## config.mk

```make
export PLATFORM = sky130hd
export DESIGN_NAME = rcl_regulator_control
export DESIGN_NICKNAME = d
export VERILOG_FILES = /design/src/hdl/rcl_pkg.sv /design/src/hdl/rcl_regulator_control.sv
export VERILOG_INCLUDE_DIRS = /design/src /design/src/hdl
export SDC_FILE = /design/constraint.sdc
export NUM_CORES = 1
export LEC_CHECK = 0
export BUFFER_PORTS_ARGS = -buffer_cell sky130_fd_sc_hd__buf_2
export CORE_UTILIZATION = 60
export DETAILED_ROUTE_END_ITERATION = 7
export PLACE_DENSITY_LB_ADDON = 0.05
export SYNTH_ARGS = -nofsm -noshare
export SYNTH_HDL_FRONTEND = slang
export SYNTH_SLANG_ARGS = --single-unit
```

## constraint.sdc

```tcl
create_clock -name core_clk_i -period 14.3 [get_ports core_clk_i]
set_input_delay 2.145 -clock core_clk_i [delete_from_list [all_inputs] [get_ports core_clk_i]]
set_output_delay 2.145 -clock core_clk_i [all_outputs]
set_load 0.05 [all_outputs]
```

## src/hdl/rcl_defines.svh

```systemverilog
`ifndef RCL_DEFINES_SVH
`define RCL_DEFINES_SVH

// Register word offsets (byte addresses, one aligned word each).
`define RCL_OFS_ENABLE     8'h00
`define RCL_OFS_MODE       8'h04
`define RCL_OFS_PULLDOWN   8'h08
`define RCL_OFS_QSAVER     8'h0C
`define RCL_OFS_FLTEN      8'h10
`define RCL_OFS_PGOOD      8'h14
`define RCL_OFS_IRQ_STAT   8'h18
`define RCL_OFS_IRQ_CLR    8'h1C
`define RCL_OFS_IRQ_EN     8'h20
`define RCL_OFS_ACTIVE     8'h24
`define RCL_OFS_DELAY0     8'h40
`define RCL_OFS_VCODE0     8'h60
`define RCL_OFS_VCODEB1_0  8'h80

// Reset values.
`define RCL_RST_VCODE      6'h00
`define RCL_RST_DELAY      3'h0

// Timing: one delay unit is 2 ms, the count is derived from the clock rate.
`define RCL_CLK_MHZ        100
`define RCL_DELAY_UNIT_MS  2
`define RCL_DELAY_UNIT_CYC (`RCL_DELAY_UNIT_MS * 1000 * `RCL_CLK_MHZ)

`endif

```

## src/hdl/rcl_pkg.sv

```systemverilog
package rcl_pkg;
	// Per-channel sequencing state.
	typedef enum logic [1:0] {
		RCL_OFF   = 2'b00,
		RCL_WAIT  = 2'b01,
		RCL_RAMP  = 2'b10
	} rcl_state_t;
endpackage

```

## src/hdl/rcl_regulator_control.sv

```systemverilog
// Added by the designer: the placing of the registers and the strobed register port.
`include "rcl_defines.svh"

module rcl_regulator_control
	import rcl_pkg::*;
#(
	parameter int NUM_BUCK  = 3,
	parameter int NUM_CH    = 7,
	parameter int UNIT_CYC  = `RCL_DELAY_UNIT_CYC
) (
	// Clock and reset.
	input  wire logic                 core_clk_i,
	input  wire logic                 rst_i,
	// Register port.
	input  wire logic [7:0]           addr_i,
	input  wire logic [31:0]          wdata_i,
	input  wire logic                 wr_i,
	input  wire logic                 rd_i,
	output logic      [31:0]          rdata_o,
	// Analog side: comparator outputs and bank pin.
	input  wire logic [NUM_CH-1:0]    pgood_raw_i,
	input  wire logic                 voltage_bank_pin_i,
	// Analog side controls.
	output logic [NUM_CH-1:0]         ramp_start_o,
	output logic [NUM_CH*6-1:0]       voltage_code_o,
	output logic [NUM_BUCK-1:0]       forced_pwm_o,
	output logic [NUM_CH-1:0]         pulldown_o,
	output logic [NUM_CH-1:0]         quiescent_saver_o,
	// Interrupts.
	output logic                      interrupt_out_low_o,
	output logic                      irq_o
);

	localparam int CW = 32;

	typedef struct packed {
		logic [NUM_CH-1:0]          en_bit;
		logic [NUM_BUCK-1:0]        mode;
		logic [NUM_CH-1:0]          pulldown_enable;
		logic [NUM_CH-1:0]          qsaver;
		logic [NUM_CH-1:0]          fault_irq_enable;
		logic [NUM_CH-1:0]          latched;
		logic [NUM_CH-1:0]          read_seen;
		logic [NUM_CH-1:0]          stat;
		logic [NUM_CH-1:0]          irq_en;
		logic [NUM_CH-1:0]          active;
		logic [NUM_CH*2-1:0]        st;
		logic [NUM_CH*CW-1:0]       cnt;
		logic [NUM_CH*3-1:0]        delay;
		logic [NUM_CH*6-1:0]        vcode0;
		logic [NUM_BUCK*6-1:0]      vcode1;
		logic [2:0]                 bank_sync;
		logic                       bank;
		logic [NUM_CH*3-1:0]        pg_sync;
		logic [NUM_CH-1:0]          pg;
		logic [31:0]                rdata;
		logic [NUM_CH-1:0]          ramp;
		logic [NUM_CH-1:0]          pdn;
		logic [NUM_CH*6-1:0]        vout;
		logic                       irq_low;
		logic                       irq;
	} rcl_regs_t;

	rcl_regs_t r_ff;
	rcl_regs_t nxt_r;

	// Maps a delay code to its number of 2 ms units; code 0 means none.
	function automatic logic [CW-1:0] units_of(input logic [2:0] code);
		logic [CW-1:0] u;
		u = '0;
		if (code != 3'h0) begin
			u = CW'(1) << (code - 3'h1);
		end
		return u;
	endfunction

	// The next state of every register is formed here in one place.
	always_comb begin
		logic [NUM_CH-1:0] wval;
		logic [NUM_CH-1:0] fault;
		logic [NUM_CH-1:0] evt;
		logic [5:0]        sel;
		logic [2:0]        dcode;
		rcl_state_t        s;
		logic [CW-1:0]     c;
		wval  = wdata_i[NUM_CH-1:0];
		fault = '0;
		evt   = '0;
		sel   = '0;
		dcode = '0;
		s     = RCL_OFF;
		c     = '0;
		nxt_r = r_ff;

		// Pins pass three flops; a change counts once the last two agree.
		nxt_r.bank_sync = {r_ff.bank_sync[1:0], voltage_bank_pin_i};
		if (r_ff.bank_sync[2] == r_ff.bank_sync[1]) begin
			nxt_r.bank = r_ff.bank_sync[2];
		end
		for (int i = 0; i < NUM_CH; i++) begin
			nxt_r.pg_sync[i*3 +: 3] = {r_ff.pg_sync[i*3 +: 2], pgood_raw_i[i]};
			if (r_ff.pg_sync[i*3+2] == r_ff.pg_sync[i*3+1]) begin
				nxt_r.pg[i] = r_ff.pg_sync[i*3+2];
			end
		end

		// Register writes.
		if (wr_i) begin
			case (addr_i)
				`RCL_OFS_ENABLE:   nxt_r.en_bit = wval;
				`RCL_OFS_MODE:     nxt_r.mode = wdata_i[NUM_BUCK-1:0];
				`RCL_OFS_PULLDOWN: nxt_r.pulldown_enable = wval;
				`RCL_OFS_QSAVER:   nxt_r.qsaver = wval;
				`RCL_OFS_FLTEN:    nxt_r.fault_irq_enable = wval;
				`RCL_OFS_IRQ_EN:   nxt_r.irq_en = wval;
				default: begin
				end
			endcase
			for (int i = 0; i < NUM_CH; i++) begin
				if (addr_i == 8'(`RCL_OFS_DELAY0 + 4 * i)) begin
					nxt_r.delay[i*3 +: 3] = wdata_i[2:0];
				end
				if (addr_i == 8'(`RCL_OFS_VCODE0 + 4 * i)) begin
					nxt_r.vcode0[i*6 +: 6] = wdata_i[5:0];
				end
			end
			for (int i = 0; i < NUM_BUCK; i++) begin
				if (addr_i == 8'(`RCL_OFS_VCODEB1_0 + 4 * i)) begin
					nxt_r.vcode1[i*6 +: 6] = wdata_i[5:0];
				end
			end
		end

		// Only a change of the enable bit acts; a rewrite of the same level does nothing.
		for (int i = 0; i < NUM_CH; i++) begin
			s = rcl_state_t'(r_ff.st[i*2 +: 2]);
			c = r_ff.cnt[i*CW +: CW];
			dcode = r_ff.delay[i*3 +: 3];
			if (nxt_r.en_bit[i] && !r_ff.en_bit[i]) begin
				nxt_r.active[i] = 1'b1;
				s = (dcode == 3'h0) ? RCL_RAMP : RCL_WAIT;
				c = CW'(UNIT_CYC) * units_of(dcode) - CW'(1);
			end else if (!nxt_r.en_bit[i] && r_ff.en_bit[i]) begin
				nxt_r.active[i] = 1'b0;
				s = RCL_OFF;
			end else begin
				case (s)
					RCL_OFF: begin
					end
					RCL_WAIT: begin
						if (c == '0) begin
							s = RCL_RAMP;
						end else begin
							c = c - CW'(1);
						end
					end
					RCL_RAMP: begin
					end
					default: s = RCL_OFF;
				endcase
			end
			nxt_r.st[i*2 +: 2] = s;
			nxt_r.cnt[i*CW +: CW] = c;
			nxt_r.ramp[i] = (s == RCL_RAMP);
		end

		// Converters follow the bank pin; linear regulators use their one code.
		for (int i = 0; i < NUM_CH; i++) begin
			sel = r_ff.vcode0[i*6 +: 6];
			if (i < NUM_BUCK && r_ff.bank) begin
				sel = r_ff.vcode1[i*6 +: 6];
			end
			nxt_r.vout[i*6 +: 6] = sel;
		end

		// The discharge switch is registered from the next state, so the pin comes from a flop.
		// It still opens in the same cycle as the channel turns on, so no overlap with the ramp.
		nxt_r.pdn = nxt_r.pulldown_enable & ~nxt_r.active;

		// Fault holds until the channel is off or in regulation, and status was read.
		for (int i = 0; i < NUM_CH; i++) begin
			fault[i] = r_ff.active[i] && r_ff.ramp[i] && !r_ff.pg[i];
			if (fault[i] && r_ff.fault_irq_enable[i]) begin
				nxt_r.latched[i] = 1'b1;
				nxt_r.read_seen[i] = 1'b0;
			end else if (r_ff.latched[i]) begin
				if (rd_i && addr_i == `RCL_OFS_PGOOD) begin
					nxt_r.read_seen[i] = 1'b1;
				end
				if (!fault[i] && (r_ff.read_seen[i] || (rd_i && addr_i == `RCL_OFS_PGOOD))) begin
					nxt_r.latched[i] = 1'b0;
				end
			end
			evt[i] = fault[i] && !r_ff.latched[i] && r_ff.fault_irq_enable[i];
		end
		nxt_r.irq_low = ~(|nxt_r.latched);

		// Sticky status; a new event beats a clear in the same cycle.
		if (wr_i && addr_i == `RCL_OFS_IRQ_CLR) begin
			nxt_r.stat = r_ff.stat & ~wval;
		end
		nxt_r.stat = nxt_r.stat | evt;
		nxt_r.irq = |(nxt_r.stat & r_ff.irq_en);

		// Read data, valid only in the cycle after the strobe.
		nxt_r.rdata = 32'h0;
		if (rd_i) begin
			case (addr_i)
				`RCL_OFS_ENABLE:   nxt_r.rdata[NUM_CH-1:0] = r_ff.en_bit;
				`RCL_OFS_MODE:     nxt_r.rdata[NUM_BUCK-1:0] = r_ff.mode;
				`RCL_OFS_PULLDOWN: nxt_r.rdata[NUM_CH-1:0] = r_ff.pulldown_enable;
				`RCL_OFS_QSAVER:   nxt_r.rdata[NUM_CH-1:0] = r_ff.qsaver;
				`RCL_OFS_FLTEN:    nxt_r.rdata[NUM_CH-1:0] = r_ff.fault_irq_enable;
				`RCL_OFS_PGOOD:    nxt_r.rdata[NUM_CH-1:0] = r_ff.pg & r_ff.active;
				`RCL_OFS_IRQ_STAT: nxt_r.rdata[NUM_CH-1:0] = r_ff.stat;
				`RCL_OFS_IRQ_EN:   nxt_r.rdata[NUM_CH-1:0] = r_ff.irq_en;
				`RCL_OFS_ACTIVE:   nxt_r.rdata[NUM_CH-1:0] = r_ff.active;
				default: begin
				end
			endcase
			for (int i = 0; i < NUM_CH; i++) begin
				if (addr_i == 8'(`RCL_OFS_DELAY0 + 4 * i)) begin
					nxt_r.rdata[2:0] = r_ff.delay[i*3 +: 3];
				end
				if (addr_i == 8'(`RCL_OFS_VCODE0 + 4 * i)) begin
					nxt_r.rdata[5:0] = r_ff.vcode0[i*6 +: 6];
				end
			end
			for (int i = 0; i < NUM_BUCK; i++) begin
				if (addr_i == 8'(`RCL_OFS_VCODEB1_0 + 4 * i)) begin
					nxt_r.rdata[5:0] = r_ff.vcode1[i*6 +: 6];
				end
			end
		end
	end

	// All state registers; synchronous reset puts every channel off.
	always_ff @(posedge core_clk_i) begin
		if (rst_i) begin
			r_ff <= '0;
			r_ff.irq_low <= 1'b1;
			r_ff.bank_sync <= 3'h0;
			r_ff.delay <= {NUM_CH{`RCL_RST_DELAY}};
			r_ff.vcode0 <= {NUM_CH{`RCL_RST_VCODE}};
			r_ff.vcode1 <= {NUM_BUCK{`RCL_RST_VCODE}};
			r_ff.vout <= {NUM_CH{`RCL_RST_VCODE}};
		end else begin
			r_ff <= nxt_r;
		end
	end

	// Outputs straight from flops; the analog side maps codes to volts.
	assign rdata_o             = r_ff.rdata;
	assign ramp_start_o        = r_ff.ramp;
	assign voltage_code_o      = r_ff.vout;
	assign forced_pwm_o        = r_ff.mode;
	assign pulldown_o          = r_ff.pdn;
	assign quiescent_saver_o   = r_ff.qsaver;
	assign interrupt_out_low_o = r_ff.irq_low;
	assign irq_o               = r_ff.irq;

	// Checks next to the logic.
	a_irq_follows_latch: assert property (@(posedge core_clk_i) disable iff (rst_i)
		r_ff.irq_low == ~(|$past(nxt_r.latched))) else $error("Interrupt output disagrees with latches.");
	a_zero_delay_ramp: assert property (@(posedge core_clk_i) disable iff (rst_i)
		(wr_i && addr_i == `RCL_OFS_ENABLE && wdata_i[0] && !r_ff.en_bit[0] && r_ff.delay[2:0] == 3'h0)
		|=> ramp_start_o[0]) else $error("Zero delay did not ramp at once.");
	a_level_no_action: assert property (@(posedge core_clk_i) disable iff (rst_i)
		$stable(r_ff.en_bit) |-> $stable(r_ff.active)) else $error("Static enable level changed state.");
	a_fault_latches: assert property (@(posedge core_clk_i) disable iff (rst_i)
		(r_ff.active[0] && r_ff.ramp[0] && !r_ff.pg[0] && r_ff.fault_irq_enable[0]) |=> !interrupt_out_low_o)
		else $error("Enabled fault did not pull interrupt low.");
	a_hold_until_read: assert property (@(posedge core_clk_i) disable iff (rst_i)
		(r_ff.latched[0] && !r_ff.read_seen[0] && !(rd_i && addr_i == `RCL_OFS_PGOOD)) |=> r_ff.latched[0])
		else $error("Fault latch cleared without status read.");
	a_bank_select: assert property (@(posedge core_clk_i) disable iff (rst_i)
		r_ff.bank |=> voltage_code_o[5:0] == $past(r_ff.vcode1[5:0])) else $error("Bank pin ignored.");
	a_pulldown_off: assert property (@(posedge core_clk_i) disable iff (rst_i)
		r_ff.active[3] |-> !pulldown_o[3]) else $error("Pulldown on while enabled.");
	a_read_one_cycle: assert property (@(posedge core_clk_i) disable iff (rst_i)
		!$past(rd_i) |-> rdata_o == 32'h0) else $error("Read data outside its cycle.");
	a_stat_sticky: assert property (@(posedge core_clk_i) disable iff (rst_i)
		(r_ff.stat[0] && !(wr_i && addr_i == `RCL_OFS_IRQ_CLR && wdata_i[0])) |=> r_ff.stat[0])
		else $error("Sticky status lost.");

	// Mode and saver bits reach their pins one cycle after the write.
	a_pwm_follows_mode: assert property (@(posedge core_clk_i) disable iff (rst_i)
		(wr_i && addr_i == `RCL_OFS_MODE) |=> forced_pwm_o == $past(wdata_i[NUM_BUCK-1:0]))
		else $error("Forced PWM pin does not follow its bit.");
	a_saver_follows: assert property (@(posedge core_clk_i) disable iff (rst_i)
		(wr_i && addr_i == `RCL_OFS_QSAVER) |=> quiescent_saver_o == $past(wdata_i[NUM_CH-1:0]))
		else $error("Quiescent saver pin does not follow its bit.");

	// Enable edges: a rising bit starts the channel, a falling bit stops the ramp at once.
	a_rise_activates: assert property (@(posedge core_clk_i) disable iff (rst_i)
		(wr_i && addr_i == `RCL_OFS_ENABLE && wdata_i[3] && !r_ff.en_bit[3]) |=> r_ff.active[3])
		else $error("Rising enable did not start the channel.");
	a_fall_stops_ramp: assert property (@(posedge core_clk_i) disable iff (rst_i)
		(wr_i && addr_i == `RCL_OFS_ENABLE && !wdata_i[3] && r_ff.en_bit[3]) |=> !ramp_start_o[3])
		else $error("Falling enable left the ramp running.");
	a_no_early_ramp: assert property (@(posedge core_clk_i) disable iff (rst_i)
		(wr_i && addr_i == `RCL_OFS_ENABLE && wdata_i[3] && !r_ff.en_bit[3] && r_ff.delay[11:9] != 3'h0)
		|=> !ramp_start_o[3]) else $error("Ramp started before its delay.");

	// Pulldown and power-good read paths.
	a_pulldown_on: assert property (@(posedge core_clk_i) disable iff (rst_i)
		(!r_ff.active[3] && r_ff.pulldown_enable[3]) |-> pulldown_o[3])
		else $error("Pulldown off while disabled.");
	a_pgood_read: assert property (@(posedge core_clk_i) disable iff (rst_i)
		(rd_i && addr_i == `RCL_OFS_PGOOD) |=> rdata_o[NUM_CH-1:0] == $past(r_ff.pg & r_ff.active))
		else $error("Power-good read returned the wrong bits.");

	// Fault latch: an unresolved fault keeps the pin low and marks the status.
	a_fault_holds_low: assert property (@(posedge core_clk_i) disable iff (rst_i)
		(r_ff.latched[0] && r_ff.active[0] && r_ff.ramp[0] && !r_ff.pg[0]) |=> !interrupt_out_low_o)
		else $error("Interrupt released while the fault stands.");
	a_fault_sets_stat: assert property (@(posedge core_clk_i) disable iff (rst_i)
		(r_ff.active[0] && r_ff.ramp[0] && !r_ff.pg[0] && r_ff.fault_irq_enable[0] && !r_ff.latched[0])
		|=> r_ff.stat[0]) else $error("Fault event did not set its status bit.");
	a_irq_needs_stat: assert property (@(posedge core_clk_i) disable iff (rst_i)
		irq_o |-> (|r_ff.stat))
		else $error("Interrupt line high with no status bit.");

	// Voltage codes: converters follow the bank pin, linear channels ignore it.
	a_bank0_select: assert property (@(posedge core_clk_i) disable iff (rst_i)
		!r_ff.bank |=> voltage_code_o[5:0] == $past(r_ff.vcode0[5:0]))
		else $error("Low bank did not pick the first code.");
	a_linear_own_code: assert property (@(posedge core_clk_i) disable iff (rst_i)
		r_ff.bank |=> voltage_code_o[23:18] == $past(r_ff.vcode0[23:18]))
		else $error("Linear code followed the bank pin.");

endmodule

```

# After elaboration in Yosys (flattened, before gate mapping)
# Cells that the tools add are included.
[classes]
n_mux = 145
shift = 7
bitwise_logic = 9
reduce_logical = 188
add_sub_neg = 21
eq_ne = 69
mul = 7
[ops]
columns = ["cell", "n"]
rows = [
  ["$mux 32", 42],
  ["$sub 32x1->32 const B", 14],
  ["$logic_not 32->1", 7],
  ["$mul 12x32->26 const A", 7],
  ["$shl 1x3->32 const A", 7],
  ["$eq 8x7->1 const B", 14],
  ["$mux 6", 16],
  ["$logic_and 1x1->1", 58],
  ["$mux 2", 28],
  ["$reduce_and 2->1", 28],
  ["$logic_not 1->1", 35],
  ["$mux 1", 35],
  ["$mux 7", 5],
  ["$eq 8x5->1 const B", 4],
  ["$pmux 4 s8", 1],
  ["$mux 31", 1],
  ["$reduce_or 2->1", 15],
  ["$and 7x7->7", 4],
  ["$eq 2x2->1 const B", 14],
  ["$ne 2x2->1 const B", 14],
  ["$pmux 2 s2", 7],
  ["$pmux 3 s9", 1],
  ["$eq 8x8->1 const B", 3],
  ["$mux 3", 8],
  ["other kinds (18)", 78],
]
[totals]
ff_bits = 507
in_bits = 52
word_cells = 504
output_inout_bits = 100

# Longest topological paths before layout
# Gate-level depths: netlist (run 1).
[depth]
ltp_word = 22
depth_mapped = 22
mapped_depth_nobuf = 20

# Worst setup path after synthesis (run 1)
# Ideal clock, no wire load.
[synth_timing]
path_kind = "reg2reg"
start = "reg r_ff[191] (netlist name)"
end = "reg r_ff[327] (netlist name)"
t_arrival_ns = 5.647
path_stages_with_launch = 21
setup_time_ns = 0.079
setup_slack_ns = 8.573
path_buffers = 1
synth_period_minus_slack_ns = 5.727
required_time_ns = 14.221
cell_sequence = "dfxtp_1 -> clkbuf_1 -> nor2b_1 -> and2_1 -> ha_1 -> ha_1 -> fa_1 -> ha_1 -> inv_1 -> fa_1 -> inv_1 -> ha_1 -> a21oi_1 -> o31ai_2 -> a211o_1 -> o2111a_1 -> or4b_4 -> or4_4 -> o41ai_2 -> a21oi_1 -> a211oi_2"
[synth_via]
elab_chain_cells = 7
elab_cells_between_ends = 8
classes_between = "add/sub: 2; mul: 1; shift: 1; mux: 3; reduce/logical: 1"
[synth_rtl]
columns = ["element", "line", "text"]
rows = [
  ["start, declared", "rcl_regulator_control.sv:64", "rcl_regs_t r_ff;"],
  ["start signal, assigned", "rcl_regulator_control.sv:248", "r_ff <= nxt_r;"],
  ["$sub 3x1->3", "rcl_regulator_control.sv:72", "u = CW'(1) << (code - 3'h1);"],
  ["$shl 1x3->32", "rcl_regulator_control.sv:72", ""],
  ["$mux 32 *", "rcl_regulator_control.sv:71", "if (code != 3'h0) begin"],
  ["$mux 32 *", "rcl_regulator_control.sv:139", "if (nxt_r.en_bit[i] && !r_ff.en_bit[i]) begin"],
  ["$mul 12x32->26 *", "rcl_regulator_control.sv:142", "c = CW'(UNIT_CYC) * units_of(dcode) - CW'(1);"],
  ["$sub 32x1->32 *", "rcl_regulator_control.sv:142", ""],
  ["$mux 32 *", "rcl_regulator_control.sv:139", ""],
]
# Every way passes the cells marked *; elsewhere a longest branch is shown, timed or not. The select of a mux whose other input is x is not followed.
# A chain may end at the register's enable or synchronous reset.

# Final worst setup path (run 1)
[layout_timing]
start = "reg r_ff[187] (netlist name)"
end = "reg r_ff[266] (netlist name)"
# Same word-level chain as after synthesis.

==> impl_metrics.yaml, run 1 <==
outcome:
  run_status: "finished, final reports clean"
setup_path:
  critPathArrivalTime_ns: 7.18
  worst_setup_path_start_kind: "register"
  cpPeakStageDelay_ns: 0.65
  worstSetupEndpointType: "register"
  path_max_fanout: 9
  rr_endpoint: "r_ff[266]$_SDFFE_PP0P_"
  cp_cell_sequence: "inv_1, nor3_1, ha_1, ha_1, fa_1, ha_1, inv_1, fa_1, inv_1, ha_1, a21oi_1, o221ai_1, o211ai_1, nand3_1, or4_1, a211oi_1, o211ai_1, or3_1, a211oi_1"
  timing.rr.start: "r_ff[187]$_SDFFE_PP0P_"
  cp_num_buf_inv: 3
  cpMostUsedCell: "ha_1"
  path_delay_family: "adder cells"
  slowest_stage: "dfxtp_1"
  rrSetupSlack_ns: 7.63
  critPathRequiredTime_ns: 14.81
  critical_path_class: "register to register"
  ff2ff_path_depth: 19
drt:
  dr.pass1.iters: 6
  drt-initial-drc-count: 2246
  vias_per_cell: 5.90
  final_antenna_net_count: 0
  wl_mm: 95.5
  drc: 0
  drt-wirelength-per-cell_um: 17.0
  via_count: 33100
synth:
  ys_seq_area_share_pct: 24.6
  yosys.area.top_type: "dfxtp_1"
  syn_area_mm2: 0.0392
  synthFlopType: "dfxtp_1"
  synth-edff-count: 0
  ys_warn_count: 0
  async_reset_ff_share_pct: 0
  yosys.cell_types.count: 103
  syn_inst: 4799
  synthTopCellsByArea: "dfxtp_1, ha_1, xnor2_1"
  synth_seq_cells: 482
  synth.most_common_cell: "ha_1"
  yosys.area.top_type_share_pct: 24.6
  avgSynthCellArea_um2: 8.17
  synthTopCellsByCount: "ha_1, dfxtp_1, nor2_1"
clock_network:
  cts_inserted_buffers: 51
  htree_levels: 2
  cts_resized: 0
  cts_tree: "yes"
  postCtsSetupBuffers: 0
  cts_root_buf: "clkbuf_16"
  cts_hold_buf: 0
  cts_sinks: 482
  insertion_delay_ns: 0.61
  clk_pin_slew_ns: 0.06
  clockBufferDepth: 3
sta:
  setup-tns-final_ns: 0
  worst_pin_slew_ns: 1.24
  fin_crit_sh_pct: 46.7
  clock_skew_ns: 0.0215
  final_hold_viol_count: 0
  fin_ws_ns: 7.63
  slew_headroom_pct: 16.9
  finalSetupViolations: 0
  grt_setup_unrepaired: "false"
  slew_violations: 0
  whs_ns: 0.436
  fin_crit_ns: 6.67
  fmax_ghz: 0.150
placed_design:
  portBuffers: 101
  place_ws_ns: 7.75
  hpwlAfterDp_mm: 71.7
  post_dp_cell_area_mm2: 0.0397
  gp_congestion: 0.892
die:
  core.rowCount: 93
  die-area_mm2: 0.0664
  die_x_um: 258
  die_y_um: 258
  top_level_ports: 152
  initial_core_util_pct: 60.8
  core_mm2: 0.0645
flow_run:
  drv_cap: 0
final_layout:
  drive_above_1_share_pct: 7.06
  fillCellCount: 5787
  stdcell_area_mm2: 0.0415
  fin_nets: 5355
  areaGrowthSynthToFinish_pct: 5.90
  final_core_util_pct: 64.4
power:
  power_density_mw_per_mm2: 71.2
  ir_worst_vdd_v: 0.0000639
  p_leak_nw: 19.3
grt:
  grt_pass1_vias: 31200
  gr-total-overflow: 0
  track_usage_pct: 28.4
  grt_max_degree: 98
  antenna_found_initial: 10
  grt_pass1_wl_mm: 157
worst_hold_path:
  min_to: "nxt_r[114]$_SDFF_PP0_"
  min_from: "nxt_r[113]$_SDFF_PP0_"
  hold_class: "register to register"
  hold_depth: 1
## logic make-up after synthesis
group / share of synthesized area (%)
AO/OA/AOI/OAI: 16.4
XOR/XNOR: 7.97
adder cells (fa/ha/maj): 20.1
buffers and inverters: 6.83
flip-flops: 24.6
multiplexers: 2.04
other: 0.00957
AND/OR/NAND/NOR: 22.1
## state kept, by name, summed over array words and instances (netlist names), 3 cells and up
register	count
pulldown_o	7
forced_pwm_o	3
voltage_code_o	42
quiescent_saver_o	7
nxt_r	40
rdata_o	7
ramp_start_o	7
r_ff	367
## worst max-delay path by stage
stage	cells past startpoint	end	slack, ns	start
2_1_floorplan	20	r_ff[327]$_SDFFE_PP0P_	8.57	r_ff[191]$_SDFFE_PP0P_
3_3_place_gp	19	r_ff[327]$_SDFFE_PP0P_	7.78	r_ff[193]$_SDFFE_PP0P_
3_5_place_dp	19	r_ff[266]$_SDFFE_PP0P_	7.75	r_ff[187]$_SDFFE_PP0P_
4_1_cts	19	r_ff[327]$_SDFFE_PP0P_	7.71	r_ff[193]$_SDFFE_PP0P_
5_1_grt	19	r_ff[266]$_SDFFE_PP0P_	7.13	r_ff[187]$_SDFFE_PP0P_
6_report	19	r_ff[266]$_SDFFE_PP0P_	7.63	r_ff[187]$_SDFFE_PP0P_
## power breakdown
part,switching (mW),internal (mW)
clock network,0.575,0.856
logic,0.123,0.0534
registers,0.00290,1.35
total,0.700,2.26
## area by class of cell
class / count / area, µm² / area share [%]
Sequential cell: 482 / 9650 / 23.2
Multi-Input combinational cell: 3767 / 27100 / 65.3
Timing Repair Buffer: 137 / 786 / 1.89
Clock buffer: 65 / 1430 / 3.44
Inverter: 277 / 1040 / 2.50
Antenna cell: 4 / 10.0 / 0.0241
Tap cell: 855 / 1070 / 2.58
Clock inverter: 30 / 409 / 0.985
## worst reg2reg max path, stage by stage, from the launching register on
cell,delay (ns)
dfxtp_1,0.65
inv_1,0.22
nor3_1,0.60
ha_1,0.36
ha_1,0.24
fa_1,0.46
ha_1,0.29
inv_1,0.04
fa_1,0.47
inv_1,0.04
ha_1,0.31
a21oi_1,0.36
o221ai_1,0.23
o211ai_1,0.35
nand3_1,0.14
or4_1,0.53
a211oi_1,0.41
o211ai_1,0.21
or3_1,0.44
a211oi_1,0.23
## routing by layer
metal  track usage [%]  part of all wire, %  up-vias  routed length, µm
li1                  -                    -    16800                  -
met1              38.6                   47    15500              44700
met2              46.9                   46      671              43900
met3              3.17                  4.4      151               4230
met4              8.88                  2.8        6               2660
met5                 0                0.050        -                 48
## placed cells by master, fill, tap and decap left out, types with 49 or more instances in the layout
cell       synthesis  final
fa_1              70     70
dfxtp_1          482    482
a21oi_1          306    306
xor2_1           144    144
a21o_1            49     49
nor2_1           437    437
o21ai_0          117    117
and2_1            70     70
a211oi_1         133    133
nor4_1            74     73
ha_1             517    517
inv_1            277    277
xnor2_1          210    210
conb_1             1     60
nor2b_1           89     89
nand3_1          177    177
buf_2              9    100
nor3_1           161    159
clkbuf_16          0     51
nand2_1          384    384
or3_1             58     58
mux2i_1           56     56
## stage by stage
step,cells,power [mW]
floorplan,4858,1.52
global placement,5518,1.55
detailed placement,5518,1.55
CTS,5613,2.98
global route,5617,3.06
finish,5617,2.96
Note: power is estimated with default switching activity, not from simulation.
==> run 2, diff against run 1 <==
==> constraint.sdc (replaced) <==
create_clock -name core_clk_i -period 6.88 [get_ports core_clk_i]
set_input_delay 1.032 -clock core_clk_i [delete_from_list [all_inputs] [get_ports core_clk_i]]
set_output_delay 1.032 -clock core_clk_i [all_outputs]
set_load 0.05 [all_outputs]
==> run 2 against run 1 <==
Net effect:
- final area grew 0.39%
- critical path depth grew 1
- sequential power grew 110%
- total power grew 110%
- register-to-register slack lost 7.0 ns
- die area is the same
- worst hold slack gained 0.0071 ns
- non-clock buffer count grew 15
- clock skew grew 0.0038 ns
- sequential share of layout area shrank 0.091 points
- largest power group unchanged
- highest routed layer unchanged
==> impl_metrics.yaml, run 2 (synthesis gave the netlist of run 1 again) <==
outcome:
  run_status: "finished, final reports clean"
grt:
  busiest_layer: "met2"
  grt_pass1_wl_mm: 158
  antenna_found_initial: 9
  use_met1_pct: 38.6
  track_usage_pct: 28.5
  grt_use_met2_pct: 47.3
  grt_max_degree: 144
  grt_pass1_vias: 31100
  gr-total-overflow: 0
  met3_usage_pct: 3.82
setup_path:
  cp_cell_sequence: "inv_1, nor3_1, buf_4, ha_1, ha_1, fa_1, ha_1, inv_1, fa_1, inv_1, ha_1, a21oi_1, o31ai_2, a211o_1, o2111a_1, or4b_4, or4_4, o41ai_2, a21oi_1, a211oi_2"
  worstSetupEndpointType: "register"
  cp_num_buf_inv: 4
  critical_path_class: "register to register"
  path_delay_family: "adder cells"
  cpMostUsedCell: "ha_1"
  slowest_stage: "dfxtp_1"
  critPathRequiredTime_ns: 7.40
  critPathArrivalTime_ns: 6.76
  path_max_fanout: 9
  worst_setup_path_start_kind: "register"
  cpPeakStageDelay_ns: 0.58
clock_network:
  postCtsSetupBuffers: 0
  cts_inserted_buffers: 53
  cts_hold_buf: 0
  cts_resized: 0
  cts_root_buf: "clkbuf_16"
  clk_pin_slew_ns: 0.07
  cts_tree: "yes"
  cts_sinks: 482
  htree_levels: 2
  clockBufferDepth: 3
  insertion_delay_ns: 0.62
drt:
  drt-initial-drc-count: 2264
  vias_per_cell: 5.90
  wl_mm: 96.6
  dr.pass1.iters: 8
  final_antenna_net_count: 0
  drt-wirelength-per-cell_um: 17.1
  drc: 0
  via_count: 33300
sta:
  fmax_ghz: 0.160
  clock_skew_ns: 0.0253
  setup-tns-final_ns: 0
  grt_setup_unrepaired: "false"
  worst_pin_slew_ns: 1.28
  fin_crit_ns: 6.24
  slew_headroom_pct: 14.4
  fin_ws_ns: 0.641
  final_hold_viol_count: 0
  slew_violations: 0
  fin_crit_sh_pct: 90.7
  finalSetupViolations: 0
worst_hold_path:
  hold_class: "register to register"
die:
  top_level_ports: 152
  die-area_mm2: 0.0664
  initial_core_util_pct: 60.8
  die_x_um: 258
  core.rowCount: 93
  die_y_um: 258
  core_mm2: 0.0645
final_layout:
  largest_register: "r_ff"
  final_cell_mix: "ha_1, dfxtp_1, nor2_1, nand2_1, a21oi_1"
  largest_reg_flops: 367
  areaGrowthSynthToFinish_pct: 6.32
  stdcell_area_mm2: 0.0417
  final_common_cell: "ha_1"
  fin_nets: 5372
  drive_above_1_share_pct: 7.37
placed_design:
  hpwlAfterDp_mm: 72.3
  place_ws_ns: 0.713
  post_dp_cell_area_mm2: 0.0398
  portBuffers: 101
  gp_congestion: 0.917
flow_run:
  drv_cap: 0
power:
  ir_worst_vdd_v: 0.000170
  p_leak_nw: 19.4
  power_density_mw_per_mm2: 149
## run 2: cell count changes in the layout (fill, tap and decap cells not counted), sizes merged, moves of 2 or more
cell	delta
clkbuf	+4
diode	+2
buf	+15
bufinv	-2
clkinv	-2
## run 2: layout make-up
class	count	area [µm²]
Antenna cell	6	15.0
Fill cell	5785	22800
Clock inverter	28	352
Clock buffer	69	1510
Inverter	277	1040
Tap cell	855	1070
Multi-Input combinational cell	3767	27100
Sequential cell	482	9650
Timing Repair Buffer	152	923
## run 2: path summary, 6_finish.rpt
| path | startpoint | endpoint | slack (ns) | cells after the start |
|---|---|---|---|---|
| max | r_ff[193]$_SDFFE_PP0P_ | r_ff[327]$_SDFFE_PP0P_ | 0.64 | 20 |
| min | nxt_r[98]$_SDFF_PP0_ | nxt_r[99]$_SDFF_PP0_ | 0.44 | 1 |
| max reg2reg | r_ff[193]$_SDFFE_PP0P_ | r_ff[327]$_SDFFE_PP0P_ | 0.64 | 20 |
| min reg2reg | nxt_r[98]$_SDFF_PP0_ | nxt_r[99]$_SDFF_PP0_ | 0.44 | 1 |
## run 2: per-stage QoR
step | hold slack [ns] | std cells | power, mW | util (%)
finish | 0.443 | 5636 | 6.19 | 64.7
global route | 0.450 | 5633 | 6.37 | 64.6
CTS | 0.443 | 5630 | 6.22 | 64.6
detailed placement | 0.427 | 5533 | 3.23 | 61.8
global placement | 0.415 | 5533 | 3.23 | 61.8
floorplan | 0.414 | 4858 | 3.16 | -
## run 2: power breakdown
part	internal (mW)	switching (mW)	leakage [nW]
clock	1.78	1.23	0.909
combinational	0.113	0.258	14.6
sequential	2.80	0.00560	3.88
## run 2: routing by layer
layer	part of all wire, %	wire length, µm	up-vias
met5	0.026	25	-
met4	2.5	2420	4
met3	4.9	4740	137
met2	46	44400	667
met1	47	45100	15700
li1	-	-	16800
